$ cat src/pkg/ccu_pkg.sv
// Constants and types for the capture/compare/PWM pair.
// Assumes an APB master and external Timer1, Timer2 and A/D logic.
//
// How it works
// - each unit holds one 16-bit capture, compare or duty value.
// - the value is reached as separate low and high bytes.
// - both units act alike except the special event trigger action.
// - unit 1 trigger clears the whole Timer1 count.
// - unit 2 trigger clears Timer1 and starts A/D when enabled.
// - capture/compare use shared Timer1; PWM uses Timer2.
// - both PWMs share period tick; rising edges aligned.
// - duty is low byte as eight MSBs plus two control LSBs.
// - control bits 7 and 6 read as zero.
// - mode 0000 disables the unit and resets its state.
// - 0100 falling, 0101 rising, 0110 every fourth rising edge capture.
// - duty LSB bits do nothing in capture or compare modes.
// - 0111 captures every sixteenth rise; 1000 sets pin and flag on match.
// - 1010 flag only; 1011 flag plus trigger; pin untouched.
// - trigger clear of Timer1 never sets the overflow flag.
package ccu_pkg;

    // -----------------------------------------------------------------
    // Register indices, byte address is four times the index
    // -----------------------------------------------------------------
    localparam logic [7:0] IDX_CTRL1 = 8'h17;
    localparam logic [7:0] IDX_CTRL2 = 8'h1d;
    localparam logic [7:0] IDX_VAL1L = 8'h15;
    localparam logic [7:0] IDX_VAL1H = 8'h16;
    localparam logic [7:0] IDX_VAL2L = 8'h1b;
    localparam logic [7:0] IDX_VAL2H = 8'h1c;
    localparam logic [7:0] IDX_STAT  = 8'h20;
    localparam logic [7:0] IDX_MASK  = 8'h21;

    // -----------------------------------------------------------------
    // Fields and reset values
    // -----------------------------------------------------------------
    localparam int         DUTY_LSB  = 4;
    localparam logic [5:0] CTRL_RST  = 6'h00;
    localparam logic [15:0] VAL_RST  = 16'h0000;
    localparam logic [1:0] IRQ_RST   = 2'h0;
    localparam logic [1:0] PRESC_4   = 2'h3;
    localparam logic [3:0] PRESC_16  = 4'hf;

    typedef enum logic [3:0] {
        MODE_OFF   = 4'h0,
        CAP_FALL   = 4'h4,
        CAP_RISE   = 4'h5,
        CAP_RISE4  = 4'h6,
        CAP_RISE16 = 4'h7,
        CMP_SET    = 4'h8,
        CMP_CLR    = 4'h9,
        CMP_SOFT   = 4'ha,
        CMP_TRIG   = 4'hb
    } ccu_mode_e;

    typedef struct packed {
        logic flag;
        logic trig;
        logic ad;
    } ccu_evt_s;

endpackage

$ cat src/logic/ccu_pair.sv
// Two capture/compare/PWM units behind an APB slave.
// Assumes external Timer1, Timer2 and A/D logic on this clock.
`timescale 1ns/1ps
`default_nettype none
module ccu_pair
#(
    parameter int ADDR_W = 8
)
(
    // Clock and reset
    input  wire logic              clock,
    input  wire logic              rst_b,
    // APB slave
    input  wire logic              psel,
    input  wire logic              penable,
    input  wire logic              pwrite,
    input  wire logic [ADDR_W-1:0] paddr,
    input  wire logic [31:0]       pwdata,
    output var  logic              pready,
    output var  logic [31:0]       prdata,
    output var  logic              pslverr,
    // Timer1 time base
    input  wire logic [15:0]       t1_count,
    output var  logic              timebase1_clear,
    // Timer2 time base
    input  wire logic              pwm_period_tick,
    input  wire logic [9:0]        pwm_count,
    // A/D converter
    input  wire logic              ad_enable,
    output var  logic              ad_start,
    // Unit pins
    input  wire logic [1:0]        pin_in,
    output var  logic [1:0]        pin_out,
    // Interrupt
    output var  logic              irq
);

    // -----------------------------------------------------------------
    // Elaboration check
    // -----------------------------------------------------------------
    if (ADDR_W < 8)
    begin : g_addr_check
        $error("ADDR_W must be at least 8");
    end

    // -----------------------------------------------------------------
    // Declarations
    // -----------------------------------------------------------------
    logic              setup;
    logic              wr;
    logic              hit;
    logic [31:0]       rd_mux;
    logic [1:0]        sel_ctrl;
    logic [1:0]        sel_vl;
    logic [1:0]        sel_vh;
    logic              sel_stat;
    logic              sel_mask;
    logic [5:0]        ctrl [2];
    logic [15:0]       value [2];
    ccu_pkg::ccu_evt_s evt [2];
    logic [1:0]        irq_stat;
    logic [1:0]        irq_mask;
    logic [1:0]        next_stat;
    logic [1:0]        flags;

    function automatic logic at_index(input logic [7:0] idx);
        logic [ADDR_W-1:0] addr;
        addr = ADDR_W'({idx, 2'b00});
        return paddr == addr;
    endfunction

    // -----------------------------------------------------------------
    // Address decode
    // -----------------------------------------------------------------
    assign setup = psel & ~penable;

    // Write lands only at the access edge with pready
    assign wr = psel & penable & pready & pwrite;

    always_comb
    begin
        sel_ctrl[0] = at_index(ccu_pkg::IDX_CTRL1);
        sel_ctrl[1] = at_index(ccu_pkg::IDX_CTRL2);
        sel_vl[0]   = at_index(ccu_pkg::IDX_VAL1L);
        sel_vl[1]   = at_index(ccu_pkg::IDX_VAL2L);
        sel_vh[0]   = at_index(ccu_pkg::IDX_VAL1H);
        sel_vh[1]   = at_index(ccu_pkg::IDX_VAL2H);
        sel_stat    = at_index(ccu_pkg::IDX_STAT);
        sel_mask    = at_index(ccu_pkg::IDX_MASK);
    end

    assign hit = (|sel_ctrl) | (|sel_vl) | (|sel_vh) | sel_stat | sel_mask;

    // -----------------------------------------------------------------
    // Read data
    // -----------------------------------------------------------------
    always_comb
    begin
        rd_mux = 32'h0000_0000;
        // bits 7 and 6 stay zero
        if (sel_ctrl[0])
            rd_mux[5:0] = ctrl[0];
        else if (sel_ctrl[1])
            rd_mux[5:0] = ctrl[1];
        else if (sel_vl[0])
            rd_mux[7:0] = value[0][7:0];
        else if (sel_vl[1])
            rd_mux[7:0] = value[1][7:0];
        else if (sel_vh[0])
            rd_mux[7:0] = value[0][15:8];
        else if (sel_vh[1])
            rd_mux[7:0] = value[1][15:8];
        else if (sel_stat)
            rd_mux[1:0] = irq_stat;
        else if (sel_mask)
            rd_mux[1:0] = irq_mask;
    end

    // -----------------------------------------------------------------
    // APB answer
    // -----------------------------------------------------------------
    // One access cycle, no wait states
    always_ff @(posedge clock)
    begin
        if (!rst_b)
            pready <= 1'b0;
        else
            pready <= setup;
    end

    // Sampled in setup; a capture in the access cycle shows next read
    always_ff @(posedge clock)
    begin
        if (!rst_b)
            prdata <= 32'h0000_0000;
        else if (setup && !pwrite)
            prdata <= rd_mux;
    end

    always_ff @(posedge clock)
    begin
        if (!rst_b)
            pslverr <= 1'b0;
        else
            pslverr <= setup & ~hit;
    end

    // -----------------------------------------------------------------
    // Control registers
    // -----------------------------------------------------------------
    always_ff @(posedge clock)
    begin
        if (!rst_b)
        begin
            ctrl[0] <= ccu_pkg::CTRL_RST;
            ctrl[1] <= ccu_pkg::CTRL_RST;
        end
        else
        begin
            if (wr && sel_ctrl[0])
                ctrl[0] <= pwdata[5:0];
            if (wr && sel_ctrl[1])
                ctrl[1] <= pwdata[5:0];
        end
    end

    // -----------------------------------------------------------------
    // Units
    // -----------------------------------------------------------------
    // both units see one Timer1 count and one Timer2
    for (genvar i = 0; i < 2; i++)
    begin : g_unit
        ccu_unit
        #(
            .HAS_AD      (i == 1)
        )
        u_unit
        (
            .clock       (clock),
            .rst_b       (rst_b),
            .ctrl        (ctrl[i]),
            .wr_low      (wr & sel_vl[i]),
            .wr_high     (wr & sel_vh[i]),
            .wdata       (pwdata[7:0]),
            .value       (value[i]),
            .t1_count    (t1_count),
            .period_tick (pwm_period_tick),
            .pwm_count   (pwm_count),
            .ad_enable   (ad_enable),
            .pin_in      (pin_in[i]),
            .pin_out     (pin_out[i]),
            .evt         (evt[i])
        );
        assign flags[i] = evt[i].flag;
    end

    // -----------------------------------------------------------------
    // Special event trigger
    // -----------------------------------------------------------------
    // either trigger clears the count
    // separate clear strobe, timer raises no overflow flag on it
    always_ff @(posedge clock)
    begin
        if (!rst_b)
            timebase1_clear <= 1'b0;
        else
            timebase1_clear <= evt[0].trig | evt[1].trig;
    end

    // converter start from unit 2 only
    always_ff @(posedge clock)
    begin
        if (!rst_b)
            ad_start <= 1'b0;
        else
            ad_start <= evt[1].ad;
    end

    // -----------------------------------------------------------------
    // Interrupt status and mask
    // -----------------------------------------------------------------
    // A new flag beats a write-one clear in the same cycle
    always_comb
    begin
        next_stat = irq_stat;
        if (wr && sel_stat)
            next_stat = irq_stat & ~pwdata[1:0];
        next_stat = next_stat | flags;
    end

    always_ff @(posedge clock)
    begin
        if (!rst_b)
            irq_stat <= ccu_pkg::IRQ_RST;
        else
            irq_stat <= next_stat;
    end

    always_ff @(posedge clock)
    begin
        if (!rst_b)
            irq_mask <= ccu_pkg::IRQ_RST;
        else if (wr && sel_mask)
            irq_mask <= pwdata[1:0];
    end

    // Registered from next values so it tracks status with no lag
    always_ff @(posedge clock)
    begin
        if (!rst_b)
            irq <= 1'b0;
        else if (wr && sel_mask)
            irq <= |(next_stat & pwdata[1:0]);
        else
            irq <= |(next_stat & irq_mask);
    end
endmodule // ccu_pair
`default_nettype wire

$ cat src/logic/ccu_unit.sv
// One capture/compare/PWM unit with its 16-bit value register.
// Assumes timer counts and pin are synchronous to clock.
`timescale 1ns/1ps
`default_nettype none
module ccu_unit
#(
    parameter bit HAS_AD = 1'b0
)
(
    // Clock and reset
    input  wire logic              clock,
    input  wire logic              rst_b,
    // Register side
    input  wire logic [5:0]        ctrl,
    input  wire logic              wr_low,
    input  wire logic              wr_high,
    input  wire logic [7:0]        wdata,
    output var  logic [15:0]       value,
    // Timers, converter and pin
    input  wire logic [15:0]       t1_count,
    input  wire logic              period_tick,
    input  wire logic [9:0]        pwm_count,
    input  wire logic              ad_enable,
    input  wire logic              pin_in,
    output var  logic              pin_out,
    output var  ccu_pkg::ccu_evt_s evt
);
    logic [3:0] mode;
    logic       off, cap, cmp, pwm, rise, fall, cap_edge, hit, match;
    logic       pin_prev, hit_prev;
    logic [3:0] presc;
    logic [1:0] lsb_latch;
    logic [9:0] duty;

    assign mode = ctrl[3:0];
    assign off  = (mode == ccu_pkg::MODE_OFF);
    assign cap  = (mode[3:2] == 2'h1);
    assign cmp  = (mode[3:2] == 2'h2);
    assign pwm  = (mode[3:2] == 2'h3);
    assign rise = pin_in & ~pin_prev;
    assign fall = ~pin_in & pin_prev;
    // equal count, one event per match
    assign hit   = (t1_count == value);
    assign match = cmp & hit & ~hit_prev;
    assign duty  = {value[15:8], lsb_latch};

    always_comb
    begin
        case (mode)
            ccu_pkg::CAP_FALL:   cap_edge = fall;
            ccu_pkg::CAP_RISE:   cap_edge = rise;
            ccu_pkg::CAP_RISE4:  cap_edge = rise & (presc[1:0] == ccu_pkg::PRESC_4);
            ccu_pkg::CAP_RISE16: cap_edge = rise & (presc == ccu_pkg::PRESC_16);
            default:             cap_edge = 1'b0;
        endcase
    end

    always_ff @(posedge clock)
    begin
        if (!rst_b)
            pin_prev <= 1'b0;
        else
            pin_prev <= pin_in;
    end

    // off clears prescaler, match history and latches
    always_ff @(posedge clock)
    begin
        if (!rst_b || !cap)
            presc <= 4'h0;
        else if (rise)
            presc <= presc + 4'h1;
    end

    always_ff @(posedge clock)
    begin
        if (!rst_b || off)
            hit_prev <= 1'b0;
        else
            hit_prev <= hit;
    end

    // capture has priority over a software write
    always_ff @(posedge clock)
    begin
        if (!rst_b)
            value <= ccu_pkg::VAL_RST;
        else if (cap_edge)
            value <= t1_count;
        else
        begin
            if (wr_low)
                value[7:0] <= wdata;
            // High byte is the read-only slave copy in PWM
            if (wr_high && !pwm)
                value[15:8] <= wdata;
            else if (pwm && period_tick)
                value[15:8] <= value[7:0];
        end
    end

    always_ff @(posedge clock)
    begin
        if (!rst_b || off)
            lsb_latch <= 2'h0;
        else if (pwm && period_tick)
            lsb_latch <= ctrl[ccu_pkg::DUTY_LSB +: 2];
    end

    always_ff @(posedge clock)
    begin
        if (!rst_b || off)
            pin_out <= 1'b0;
        else if (pwm)
        begin
            // rise on the shared period tick
            if (period_tick)
                pin_out <= ({value[7:0], ctrl[ccu_pkg::DUTY_LSB +: 2]} != 10'h000);
            else if (pwm_count >= duty)
                pin_out <= 1'b0;
        end
        else if (match && mode == ccu_pkg::CMP_SET)
            pin_out <= 1'b1;
        else if (match && mode == ccu_pkg::CMP_CLR)
            pin_out <= 1'b0;
    end

    // only the converter start differs per unit
    always_ff @(posedge clock)
    begin
        if (!rst_b || off)
            evt <= '0;
        else
        begin
            evt.flag <= cap_edge | match;
            evt.trig <= match & (mode == ccu_pkg::CMP_TRIG);
            evt.ad   <= match & (mode == ccu_pkg::CMP_TRIG) & HAS_AD & ad_enable;
        end
    end
endmodule // ccu_unit
`default_nettype wire

$ cat config.mk
export PLATFORM = sky130hd
export DESIGN_NAME = ccu_pair
export DESIGN_NICKNAME = d
export VERILOG_FILES = /design/src/pkg/ccu_pkg.sv /design/src/logic/ccu_pair.sv /design/src/logic/ccu_unit.sv
export SDC_FILE = /design/constraint.sdc
export NUM_CORES = 1
export LEC_CHECK = 0
export ABC_AREA = 1
export BUFFER_PORTS_ARGS = -buffer_cell sky130_fd_sc_hd__buf_2
export CORE_ASPECT_RATIO = 1.25
export CORE_MARGIN = 2
export CORE_UTILIZATION = 40
export DETAILED_ROUTE_END_ITERATION = 10
export PLACE_DENSITY = 0.7
export RECOVER_POWER = 25
export SYNTH_ARGS = -nofsm -noshare
export SYNTH_HDL_FRONTEND = slang
export SYNTH_SLANG_ARGS = --single-unit
$ cat constraint.sdc
create_clock -name clock -period 4.3 [get_ports clock]
set_clock_uncertainty 0.2 [all_clocks]
set_input_delay 0 -clock clock [delete_from_list [all_inputs] [get_ports clock]]
set_output_delay 0 -clock clock [all_outputs]
set_load 0.03 [all_outputs]
==> results of run 1 <==
logic make-up after synthesis:
family | share of synthesized area
AND/OR/NAND/NOR | 0.328
buffers and inverters | 0.137
AO/OA/AOI/OAI | 0.154
flip-flops | 0.317
adder cells (fa/ha/maj) | 0.0484
XOR/XNOR | 0.0154
other | 0.000659
worst max path at each step:
stage          depth (start not counted)  slack, ns                          to                 startpoint
5_1_grt                                5       0.94                     pslverr                      rst_b
3_5_place_dp                           7       1.71  g_unit[0].u_unit.value[10]  g_unit[0].u_unit.presc[0]
2_1_floorplan                          2       2.33                  ctrl[0][0]                     pready
4_1_cts                                7       1.43   g_unit[0].u_unit.value[1]                 ctrl[0][1]
3_3_place_gp                           7       1.76  g_unit[0].u_unit.value[10]  g_unit[0].u_unit.presc[0]
6_report                               5       1.28                     pslverr                      rst_b
per-stage QoR:
step / instance area, µm² / hold WS [ns] / setup slack [ns]
floorplan: 5780 / -0.107 / 2.33
global placement: 6030 / -0.00244 / 1.76
detailed placement: 6030 / 0.00517 / 1.71
CTS: 6740 / 0.0183 / 1.43
global route: 6720 / 0.0515 / 0.939
finish: 6720 / 0.00921 / 1.28
cell type report:
| type | count | area share |
|---|---|---|
| Clock buffer | 9 | 0.0335 |
| Clock inverter | 7 | 0.0114 |
| Inverter | 126 | 0.0709 |
| Multi-Input combinational cell | 631 | 0.476 |
| Sequential cell | 84 | 0.268 |
| Tap cell | 175 | 0.0326 |
| Timing Repair Buffer | 107 | 0.108 |
cells in the final DEF (no fill, tap or decap), types with 4 or more instances in the layout:
cell | synthesis | routed
nand2_1 | 216 | 216
inv_1 | 116 | 116
nor2_1 | 93 | 93
dfxtp_1 | 72 | 72
o21ai_0 | 59 | 59
a21oi_1 | 56 | 56
buf_2 | 3 | 49
dlygate4sd3_1 | 0 | 41
nand3_1 | 39 | 39
conb_1 | 1 | 24
o21ai_1 | 22 | 22
ha_1 | 22 | 22
nand4_1 | 19 | 19
clkbuf_1 | 10 | 16
nor3_1 | 12 | 12
edfxtp_1 | 12 | 12
a31oi_1 | 9 | 9
o211ai_1 | 9 | 9
clkbuf_16 | 0 | 9
inv_2 | 8 | 8
xnor2_1 | 6 | 6
nand2_2 | 5 | 5
nor2_8 | 4 | 4
nand3b_1 | 4 | 4
xor2_1 | 4 | 4
layer usage:
layer | up-vias | GRT usage | part of all wire
met1 | 2609 | 0.274 | 0.41
met4 | 0 | 0.113 | 0.044
met3 | 46 | 0.0392 | 0.068
met5 | - | 0 | 0
li1 | 2949 | - | -
met2 | 253 | 0.393 | 0.48
critical path, stage by stage:
cell and delay, ns:
clkbuf_1 1.36, inv_1 0.75, nor2_1 0.46, nand4_1 0.16, nor4_1 0.30
report_power, final:
part           switching [mW]  internal [mW]
Combinational           0.188          0.103
Clock                   0.380          0.413
Sequential             0.0183          0.812
flip-flops by register name, summed over array words and instances (netlist names):
| signal | flops |
|---|---|
| ad_start | 1 |
| ctrl | 12 |
| g_unit.u_unit.evt | 5 |
| g_unit.u_unit.hit_prev | 2 |
| g_unit.u_unit.lsb_latch | 4 |
| g_unit.u_unit.pin_out | 2 |
| g_unit.u_unit.pin_prev | 2 |
| g_unit.u_unit.presc | 8 |
| g_unit.u_unit.value | 32 |
| irq | 1 |
| irq_mask | 2 |
| irq_stat | 2 |
| prdata | 8 |
| pready | 1 |
| pslverr | 1 |
| timebase1_clear | 1 |
==> results.txt, run 1 <==
Final setup violating endpoints -> 0
TritonCTS clock tree -> built
Most frequent cells after synthesis -> nand2_1, inv_1, nor2_1
Gr ovfl total -> 0
Pins Over Slew Limit -> 45
Cts repair resizes -> 0
I/O pin count -> 114
Hold depth -> 6
Area grow syn2layout -> 18.1%
# nets final -> 1056
Placer Congestion -> 0.967
Clk sinks -> 84
Register area share after synthesis -> 0.317
Non-Filler Instances -> 1139
Clk Latency, worst-skew pair -> 0.36 ns
CTS clk-pin slew, worst paths -> 0.07 ns
Vias in the first global route -> 5448
Via density -> 5.14
Die Y -> 137 µm
Largest net degree at the start of global routing -> 45
Core Area -> 13900 µm²
CP Data Arrival Time -> 3.05 ns
Sequential Area -> 1800 µm²
Seq cells post-synth -> 84
Vias -> 5857
Routed Antenna Nets -> 0
Violated checks -> max-capacitance violations, max-slew violations
Final Core Density -> 0.484
Synth Cell Area -> 5690 µm²
FF-to-FF Start -> ctrl[0][1]
Worst R2R End -> g_unit[0].u_unit.value[1]
Cells after Synth -> 862
Cell accounting for the most synthesized area -> dfxtp_1
First-pass GRT wire length -> 27400 µm
R2R Setup Slk -> 1.31 ns
Crit Path Class -> in -> reg
Rows -> 48
CTS Root Cell -> clkbuf_16
Hpwl dp -> 13200 µm
H-tree levels -> 3
Clock period minus worst slack -> 3.02 ns
Reg2Reg Depth -> 7
WL final -> 17200 µm
Max_cap viols -> 1
Drt pass-1 iters -> 6
Post-synth EDFFs -> 12
Drt wl/cell -> 15.1 µm
Mapped Avg Cell Area -> 6.60 µm²
Setup TNS -> 0 ns
Dominant cell by count in the synthesized netlist -> nand2_1
CTS Hold Buffers Added -> 41
Initial core utilization -> 0.410
Post-synth ARST share -> 0
Overall power -> 1.91 mW
CTS Buf Count -> 9
Crit share post-route -> 0.702
Residual DRC count -> 0
HP Start -> paddr[4]
Drt first-iter violations -> 463
Largest cells by area after synthesis -> dfxtp_1, nand2_1, inv_1, edfxtp_1, nor2_1
Cell count after placement -> 1082
Max VDD drop -> 191 µV
Slew Limit Headroom -> -0.303
PD cells -> 285 nW/µm²
Port bufs -> 65
Hold Crit Endpoint -> prdata[0]
Clk buf depth -> 2
RSZ-0062 raised after global routing -> no
CP required -> 4.33 ns
Startpoint Class -> input pin
Worst-Margin Slew -> 1.95 ns
Worst hold-check path type -> in -> reg
Top FF cell, synth -> dfxtp_1
FMAX -> 331 MHz
Share of cells above drive strength 1 -> 0.101
Die area -> 15200 µm²
Final Hold Vio Count -> 0
Outcome -> finished with violations
Crit-path max FO -> 44
Synth warnings -> 0
Antenna diodes -> 0
Total GRT Usage -> 0.227
Area of the multi-input gates -> 3200 µm²
Post-CTS setup repair buffer count -> 0
FILL cells -> 1443
Pleak -> 3.21 nW
Post-synth top area share -> 0.253
Die X -> 111 µm
Synth cell types -> 44
Initial antenna violation count -> 0
Setup crit end kind -> flip-flop
(Power assumes the default switching activity.)
==> run 2, diff against run 1 <==
==> constraint.sdc (replaced) <==
create_clock -name clock -period 2.9 [get_ports clock]
set_clock_uncertainty 0.2 [all_clocks]
set_input_delay 0 -clock clock [delete_from_list [all_inputs] [get_ports clock]]
set_output_delay 0 -clock clock [all_outputs]
set_load 0.03 [all_outputs]
==> run 2 against run 1 <==
The run now ends clean; final cell count increased by 0.44%; first-iteration DRC count is 5.2% lower; power is 50% higher; largest cell class unchanged; highest routed layer unchanged; via count is essentially flat.
==> results.txt, run 2 (same netlist as run 1, synthesis figures left out) <==
Drt pass-1 iters -> 5 (-1)
Total GRT Usage -> 0.233 (+0.00612)
Crit-path cells -> nand4_2 > nor4_4 > buf_4 > o21ai_0 > a21oi_1 > nor2_1 > dlygate4sd3_1
Share of cells above drive strength 1 -> 0.105 (+0.00464)
Reg2Reg Depth -> 7 (unchanged)
Initial antenna violation count -> 0 (unchanged)
Clk Latency, worst-skew pair -> 0.35 ns (about the same)
Slowest cell on the critical path -> dlygate4sd3_1
Hold depth -> 6 (unchanged)
Final Hold Vio Count -> 0 (unchanged)
Drt wl/cell -> 15.3 µm (+1.0%)
First-pass GRT wire length -> 27800 µm (+1.5%)
TritonCTS clock tree -> built
Rows -> 48 (unchanged)
CTS Buf Count -> 9 (unchanged)
Clk buf depth -> 2 (unchanged)
CTS Root Cell -> clkbuf_16
Commonest non-fill, non-tap cell in the layout -> nand2_1
Largest net degree at the start of global routing -> 44 (-2.2%)
I/O pin count -> 114 (unchanged)
Max VDD drop -> 359 µV (+88%)
Vias in the first global route -> 5468 (+0.37%)
Port bufs -> 65 (unchanged)
PD cells -> 423 nW/µm² (+49%)
Pins Over Slew Limit -> 0 (-100%)
Residual DRC count -> 0 (unchanged)
Most frequent cells in the layout -> nand2_1, inv_1, nor2_1
Startpoint Class -> flip-flop
CP required -> 2.94 ns (-1.39 ns)
H-tree levels -> 3 (unchanged)
Clock period minus worst slack -> 2.52 ns
Bufs and invs on worst path -> 2 (unchanged)
Worst-Margin Slew -> 0.861 ns (-1.09 ns)
Delay-heaviest family, CP -> buffers and inverters
Placed Area -> 6070 µm² (+0.62%)
Outcome -> complete, no violations
Area grow syn2layout -> 18.9%
Met1 usage -> 0.280 (+0.00568)
Antenna diodes -> 0 (unchanged)
Routed Antenna Nets -> 0 (unchanged)
HP Start -> paddr[4]
Setup TNS -> 0 ns (unchanged)
Final instance area -> 6770 µm² (+0.67%)
Cts repair resizes -> 0 (unchanged)
Final setup violating endpoints -> 0 (unchanged)
Flip-flop count of the largest register after layout -> 32 (unchanged)
Worst hold-check path type -> in -> reg
Die Y -> 137 µm (unchanged)
CTS clk-pin slew, worst paths -> 0.07 ns (about the same)
Top flop regs -> g_unit.u_unit.value x32, ctrl x12
Hold Crit Endpoint -> prdata[0]
FF-to-FF Start -> pready
Grt peak-use layer -> met2
Crit-path max FO -> 16 (-64%)
Vias -> 5859 (+0.034%)
Worst R2R End -> g_unit[1].u_unit.value[6]
Pleak -> 3.24 nW (+0.88%)
R2R Setup Slk -> 0.38 ns (-0.93 ns)
Worst path max stage delay -> 0.55 ns (-0.81 ns)
Initial core utilization -> 0.410 (unchanged)
Crit Path Class -> reg -> reg
Crit share post-route -> 0.869
Gr ovfl total -> 0 (unchanged)
Via density -> 5.12 (-0.40%)
RSZ-0062 raised after global routing -> no
# nets final -> 1061 (+0.47%)
CP Data Arrival Time -> 2.56 ns (-0.49 ns)
FMAX -> 397 MHz
Die X -> 111 µm (unchanged)
Register name with the most flops -> g_unit.u_unit.value
Core Area -> 13900 µm² (unchanged)
Placer Congestion -> 0.952 (-1.5%)
Routing usage on met2 -> 0.409 (+0.0153)
Die area -> 15200 µm² (unchanged)
Slew Limit Headroom -> 0.419 (+0.721)
Setup crit end kind -> flip-flop
Max_cap viols -> 0 (-1)
Drt first-iter violations -> 439 (-5.2%)
WL final -> 17500 µm (+1.5%)
Clk sinks -> 84 (unchanged)
Hpwl dp -> 13500 µm (+2.1%)
Hold WS -> 0.0415 ns (+0.0323 ns)
M3 GR Usage -> 0.0400 (+0.000880)
-- run 2: final cells by class --
cell class                      count  area [µm²]
Tap cell                          175         219
Inverter                          126         477
Timing Repair Buffer              112         761
Fill cell                        1431        7110
Clock inverter                      6        58.8
Clock buffer                       10         250
Sequential cell                    84        1800
Multi-Input combinational cell    631        3200
-- run 2: worst reg2reg max path: stages (launching register included) --
cell	delay, ns
dfxtp_1	0.34
nand4_2	0.34
nor4_4	0.32
buf_4	0.26
o21ai_0	0.14
a21oi_1	0.19
nor2_1	0.06
dlygate4sd3_1	0.55
-- run 2: worst max path at each step --
stage / to / cells past startpoint / start / slack (ns)
after global routing: g_unit[0].u_unit.value[5] / 8 / g_unit[0].u_unit.presc[0] / 0.23
after detailed placement: g_unit[1].u_unit.value[11] / 8 / g_unit[1].u_unit.presc[0] / 0.74
after floorplan: ctrl[0][0] / 2 / pready / 0.93
after CTS: g_unit[1].u_unit.value[4] / 7 / pready / 0.48
after global placement: g_unit[1].u_unit.value[11] / 8 / g_unit[1].u_unit.presc[1] / 0.78
final: g_unit[1].u_unit.value[6] / 7 / pready / 0.38
-- run 2: per-stage QoR --
step / util / std cells / power, mW / worst slack, ns
2_1_floorplan: - / 885 / 1.54 / 0.928
3_3_place_gp: 0.437 / 1087 / 1.64 / 0.779
4_1_cts: 0.489 / 1144 / 2.87 / 0.480
6_report: 0.488 / 1144 / 2.86 / 0.381
5_1_grt: 0.488 / 1144 / 2.98 / 0.228
3_5_place_dp: 0.437 / 1087 / 1.65 / 0.745
-- run 2: timing repair --
| item | in CTS | in global routing |
|---|---|---|
| setup buffers | 0 | 0 |
| hold endpoints to repair | 75 | 0 |
| hold buffers | 41 | 0 |
-- run 2: report_power, final --
part	switching, mW	total, mW	internal (mW)
clock	0.543	1.20	0.657
combinational	0.278	0.433	0.154
sequential	0.0267	1.23	1.20
-- run 2: routing by layer --
metal | vias up | share of wire
li1 | 2951 | -
met1 | 2648 | 0.42
met2 | 221 | 0.48
met3 | 39 | 0.056
met4 | 0 | 0.040
met5 | - | 0
==> run 3, diff against run 2 <==
--- a/config.mk
+++ b/config.mk
@@ -9,9 +9,9 @@
 export BUFFER_PORTS_ARGS = -buffer_cell sky130_fd_sc_hd__buf_2
 export CORE_ASPECT_RATIO = 1.25
 export CORE_MARGIN = 2
-export CORE_UTILIZATION = 40
+export CORE_UTILIZATION = 50
 export DETAILED_ROUTE_END_ITERATION = 10
-export PLACE_DENSITY = 0.7
+export PLACE_DENSITY = 0.83
 export RECOVER_POWER = 25
 export SYNTH_ARGS = -nofsm -noshare
 export SYNTH_HDL_FRONTEND = slang
==> run 3 against run 2 <==
Critical path depth down 1; non-clock buffer count up 7; first-iteration DRC count up 46%; sequential power about the same; routed wire length down 3.7%; combinational power up 1%; utilization up 12 points; via count up 4.0%; die area down 19%; register-to-register slack worse by 0.16 ns; hold slack worse by 0.0095 ns; fmax down 6.1%.
==> results.txt, run 3 (same netlist as run 1, synthesis figures left out) <==
Final setup violating endpoints -> 0 (unchanged)
Vias in the first global route -> 5354 (-2.1%)
Worst R2R End -> g_unit[1].u_unit.value[7]
Crit-path cells -> nand4_2 > nor4_4 > o21ai_0 > a21oi_1 > nor2_1 > dlygate4sd3_1
Routed Antenna Nets -> 0 (unchanged)
Port bufs -> 65 (unchanged)
Hold Crit Endpoint -> g_unit[1].u_unit.value[2]
Clock period minus worst slack -> 2.68 ns (+0.164 ns)
Cell count after placement -> 1049 (-3.5%)
Gr ovfl total -> 0 (unchanged)
Bufs and invs on worst path -> 1 (-1)
CP Data Arrival Time -> 2.72 ns (+0.16 ns)
Outcome -> complete, no violations
Worst hold-check path type -> in -> reg
FF-to-FF Start -> pready
Rows -> 43 (-10%)
Max_cap viols -> 0 (unchanged)
Setup crit end kind -> flip-flop
Area grow syn2layout -> 18.9% (about the same)
Setup ws final -> 0.216 ns (-0.164 ns)
Initial antenna violation count -> 0 (unchanged)
Register name with the most flops -> g_unit.u_unit.value
Vias -> 6093 (+4.0%)
Initial core utilization -> 0.514 (+0.103)
Worst-Margin Slew -> 0.836 ns (-0.0250 ns)
Die Y -> 123 µm (-10%)
Hold depth -> 5 (-1)
Final Hold Vio Count -> 0 (unchanged)
Final instance area -> 6770 µm² (about the same)
TritonCTS clock tree -> built
Non-Filler Instances -> 1111 (-2.9%)
Post-CTS setup repair buffer count -> 0 (unchanged)
Reg2Reg Depth -> 6 (-1)
Hold WS -> 0.0320 ns (-0.00952 ns)
Drt first-iter violations -> 641 (+46%)
P_sw -> 853 µW (+0.64%)
Pins Over Slew Limit -> 0 (unchanged)
RSZ-0062 raised after global routing -> no
R2R Setup Slk -> 0.22 ns (-0.16 ns)
Switch share -> 0.302 (+0.00580)
Clk sinks -> 84 (unchanged)
Worst path max stage delay -> 0.75 ns (+0.20 ns)
Crit share post-route -> 0.925 (+0.0566)
HP Start -> paddr[5]
Drt pass-1 iters -> 9 (+4)
Most frequent cells in the layout -> nand2_1, inv_1, nor2_1
Seq pwr share -> 0.435 (+0.005)
Clk Latency, worst-skew pair -> 0.36 ns (about the same)
Antenna diodes -> 0 (unchanged)
H-tree levels -> 3 (unchanged)
Power share of the combinational group -> 0.155 (+0.004)
Setup TNS -> 0 ns (unchanged)
Top flop regs -> g_unit.u_unit.value x32, ctrl x12
Internal cell power -> 1.97 mW (-2.1%)
Pleak -> 3.26 nW (+0.82%)
Placer Congestion -> 1.03 (+8.6%)
WL final -> 16800 µm (-3.7%)
Flip-flop count of the largest register after layout -> 32 (unchanged)
PD cells -> 418 nW/µm² (-1.3%)
Slowest cell on the critical path -> nor4_4
Share of cells above drive strength 1 -> 0.106 (+0.000270)
Crit-path max FO -> 15 (-1)
CTS Root Cell -> clkbuf_16
Clk buf depth -> 2 (unchanged)
Clock share of power -> 0.409 (-0.010)
CTS clk-pin slew, worst paths -> 0.07 ns (about the same)
FMAX -> 373 MHz (-6.1%)
Final Core Density -> 0.611 (+0.123)
Crit Path Class -> reg -> reg
Placed Area -> 6030 µm² (-0.58%)
CP required -> 2.94 ns (about the same)
Max VDD drop -> 309 µV (-14%)
Delay-heaviest family, CP -> simple AND/OR/NAND/NOR gates
Drt wl/cell -> 15.1 µm (-0.79%)
Core Area -> 11100 µm² (-20%)
Residual DRC count -> 0 (unchanged)
Total GRT Usage -> 0.269 (+0.0355)
Largest net degree at the start of global routing -> 44 (unchanged)
# nets final -> 1068 (+0.66%)
Hpwl dp -> 12500 µm (-7.3%)
I/O pin count -> 114 (unchanged)
Die area -> 12300 µm² (-19%)
Dpl ws -> 0.845 ns (+0.101 ns)
Die X -> 99.4 µm (-10%)
First-pass GRT wire length -> 25700 µm (-7.7%)
Startpoint Class -> flip-flop
Commonest non-fill, non-tap cell in the layout -> nand2_1
Slew Limit Headroom -> 0.436 (+0.0169)
Via density -> 5.48 (+7.1%)
Overall power -> 2.83 mW (-1.3%)
CTS Buf Count -> 9 (unchanged)
## run 3: repair_timing
item,CTS,global route
hold buffers,46,0
endpoints found under the hold margin,75,0
gates resized for setup,0,0
## run 3: area by class of cell
cell class	count	area, µm²
fill	1022	4310
multi-input combinational	631	3200
sequential	84	1800
timing repair buffer	119	823
inverter	126	477
clock buffer	9	225
tap	135	169
clock inverter	7	76.3
## run 3: metal layers
layer	vias to the layer above	global-route usage	routed length (µm)
met5	-	0	0
met1	2689	0.325	6550
met4	0	0.163	1070
met3	86	0.0339	1430
met2	338	0.457	7780
li1	2980	-	-
## run 3: power groups by stage
stage	clock network, mW	registers (mW)	logic, mW
2_1_floorplan	0	1.25	0.286
3_3_place_gp	0	1.26	0.380
3_5_place_dp	0	1.26	0.386
4_1_cts	1.16	1.23	0.431
5_1_grt	1.21	1.23	0.484
6_report	1.16	1.23	0.439
## run 3: tightest hold or removal path: stages
cell and delay [ns]:
buf_2 0.12, inv_2 0.11, nor4_4 0.11, a21oi_1 0.15, nor2_1 0.04
## run 3: worst max path at each step
stage                      start                        end  slack [ns]  depth (start not counted)
after global routing      pready  g_unit[1].u_unit.value[4]        0.03                          6
after global placement    pready  g_unit[1].u_unit.value[4]        0.89                          5
after CTS                 pready  g_unit[1].u_unit.value[0]        0.27                          6
after detailed placement  pready  g_unit[1].u_unit.value[3]        0.85                          5
after floorplan           pready                 ctrl[0][0]        0.93                          2
final                     pready  g_unit[1].u_unit.value[7]        0.22                          6
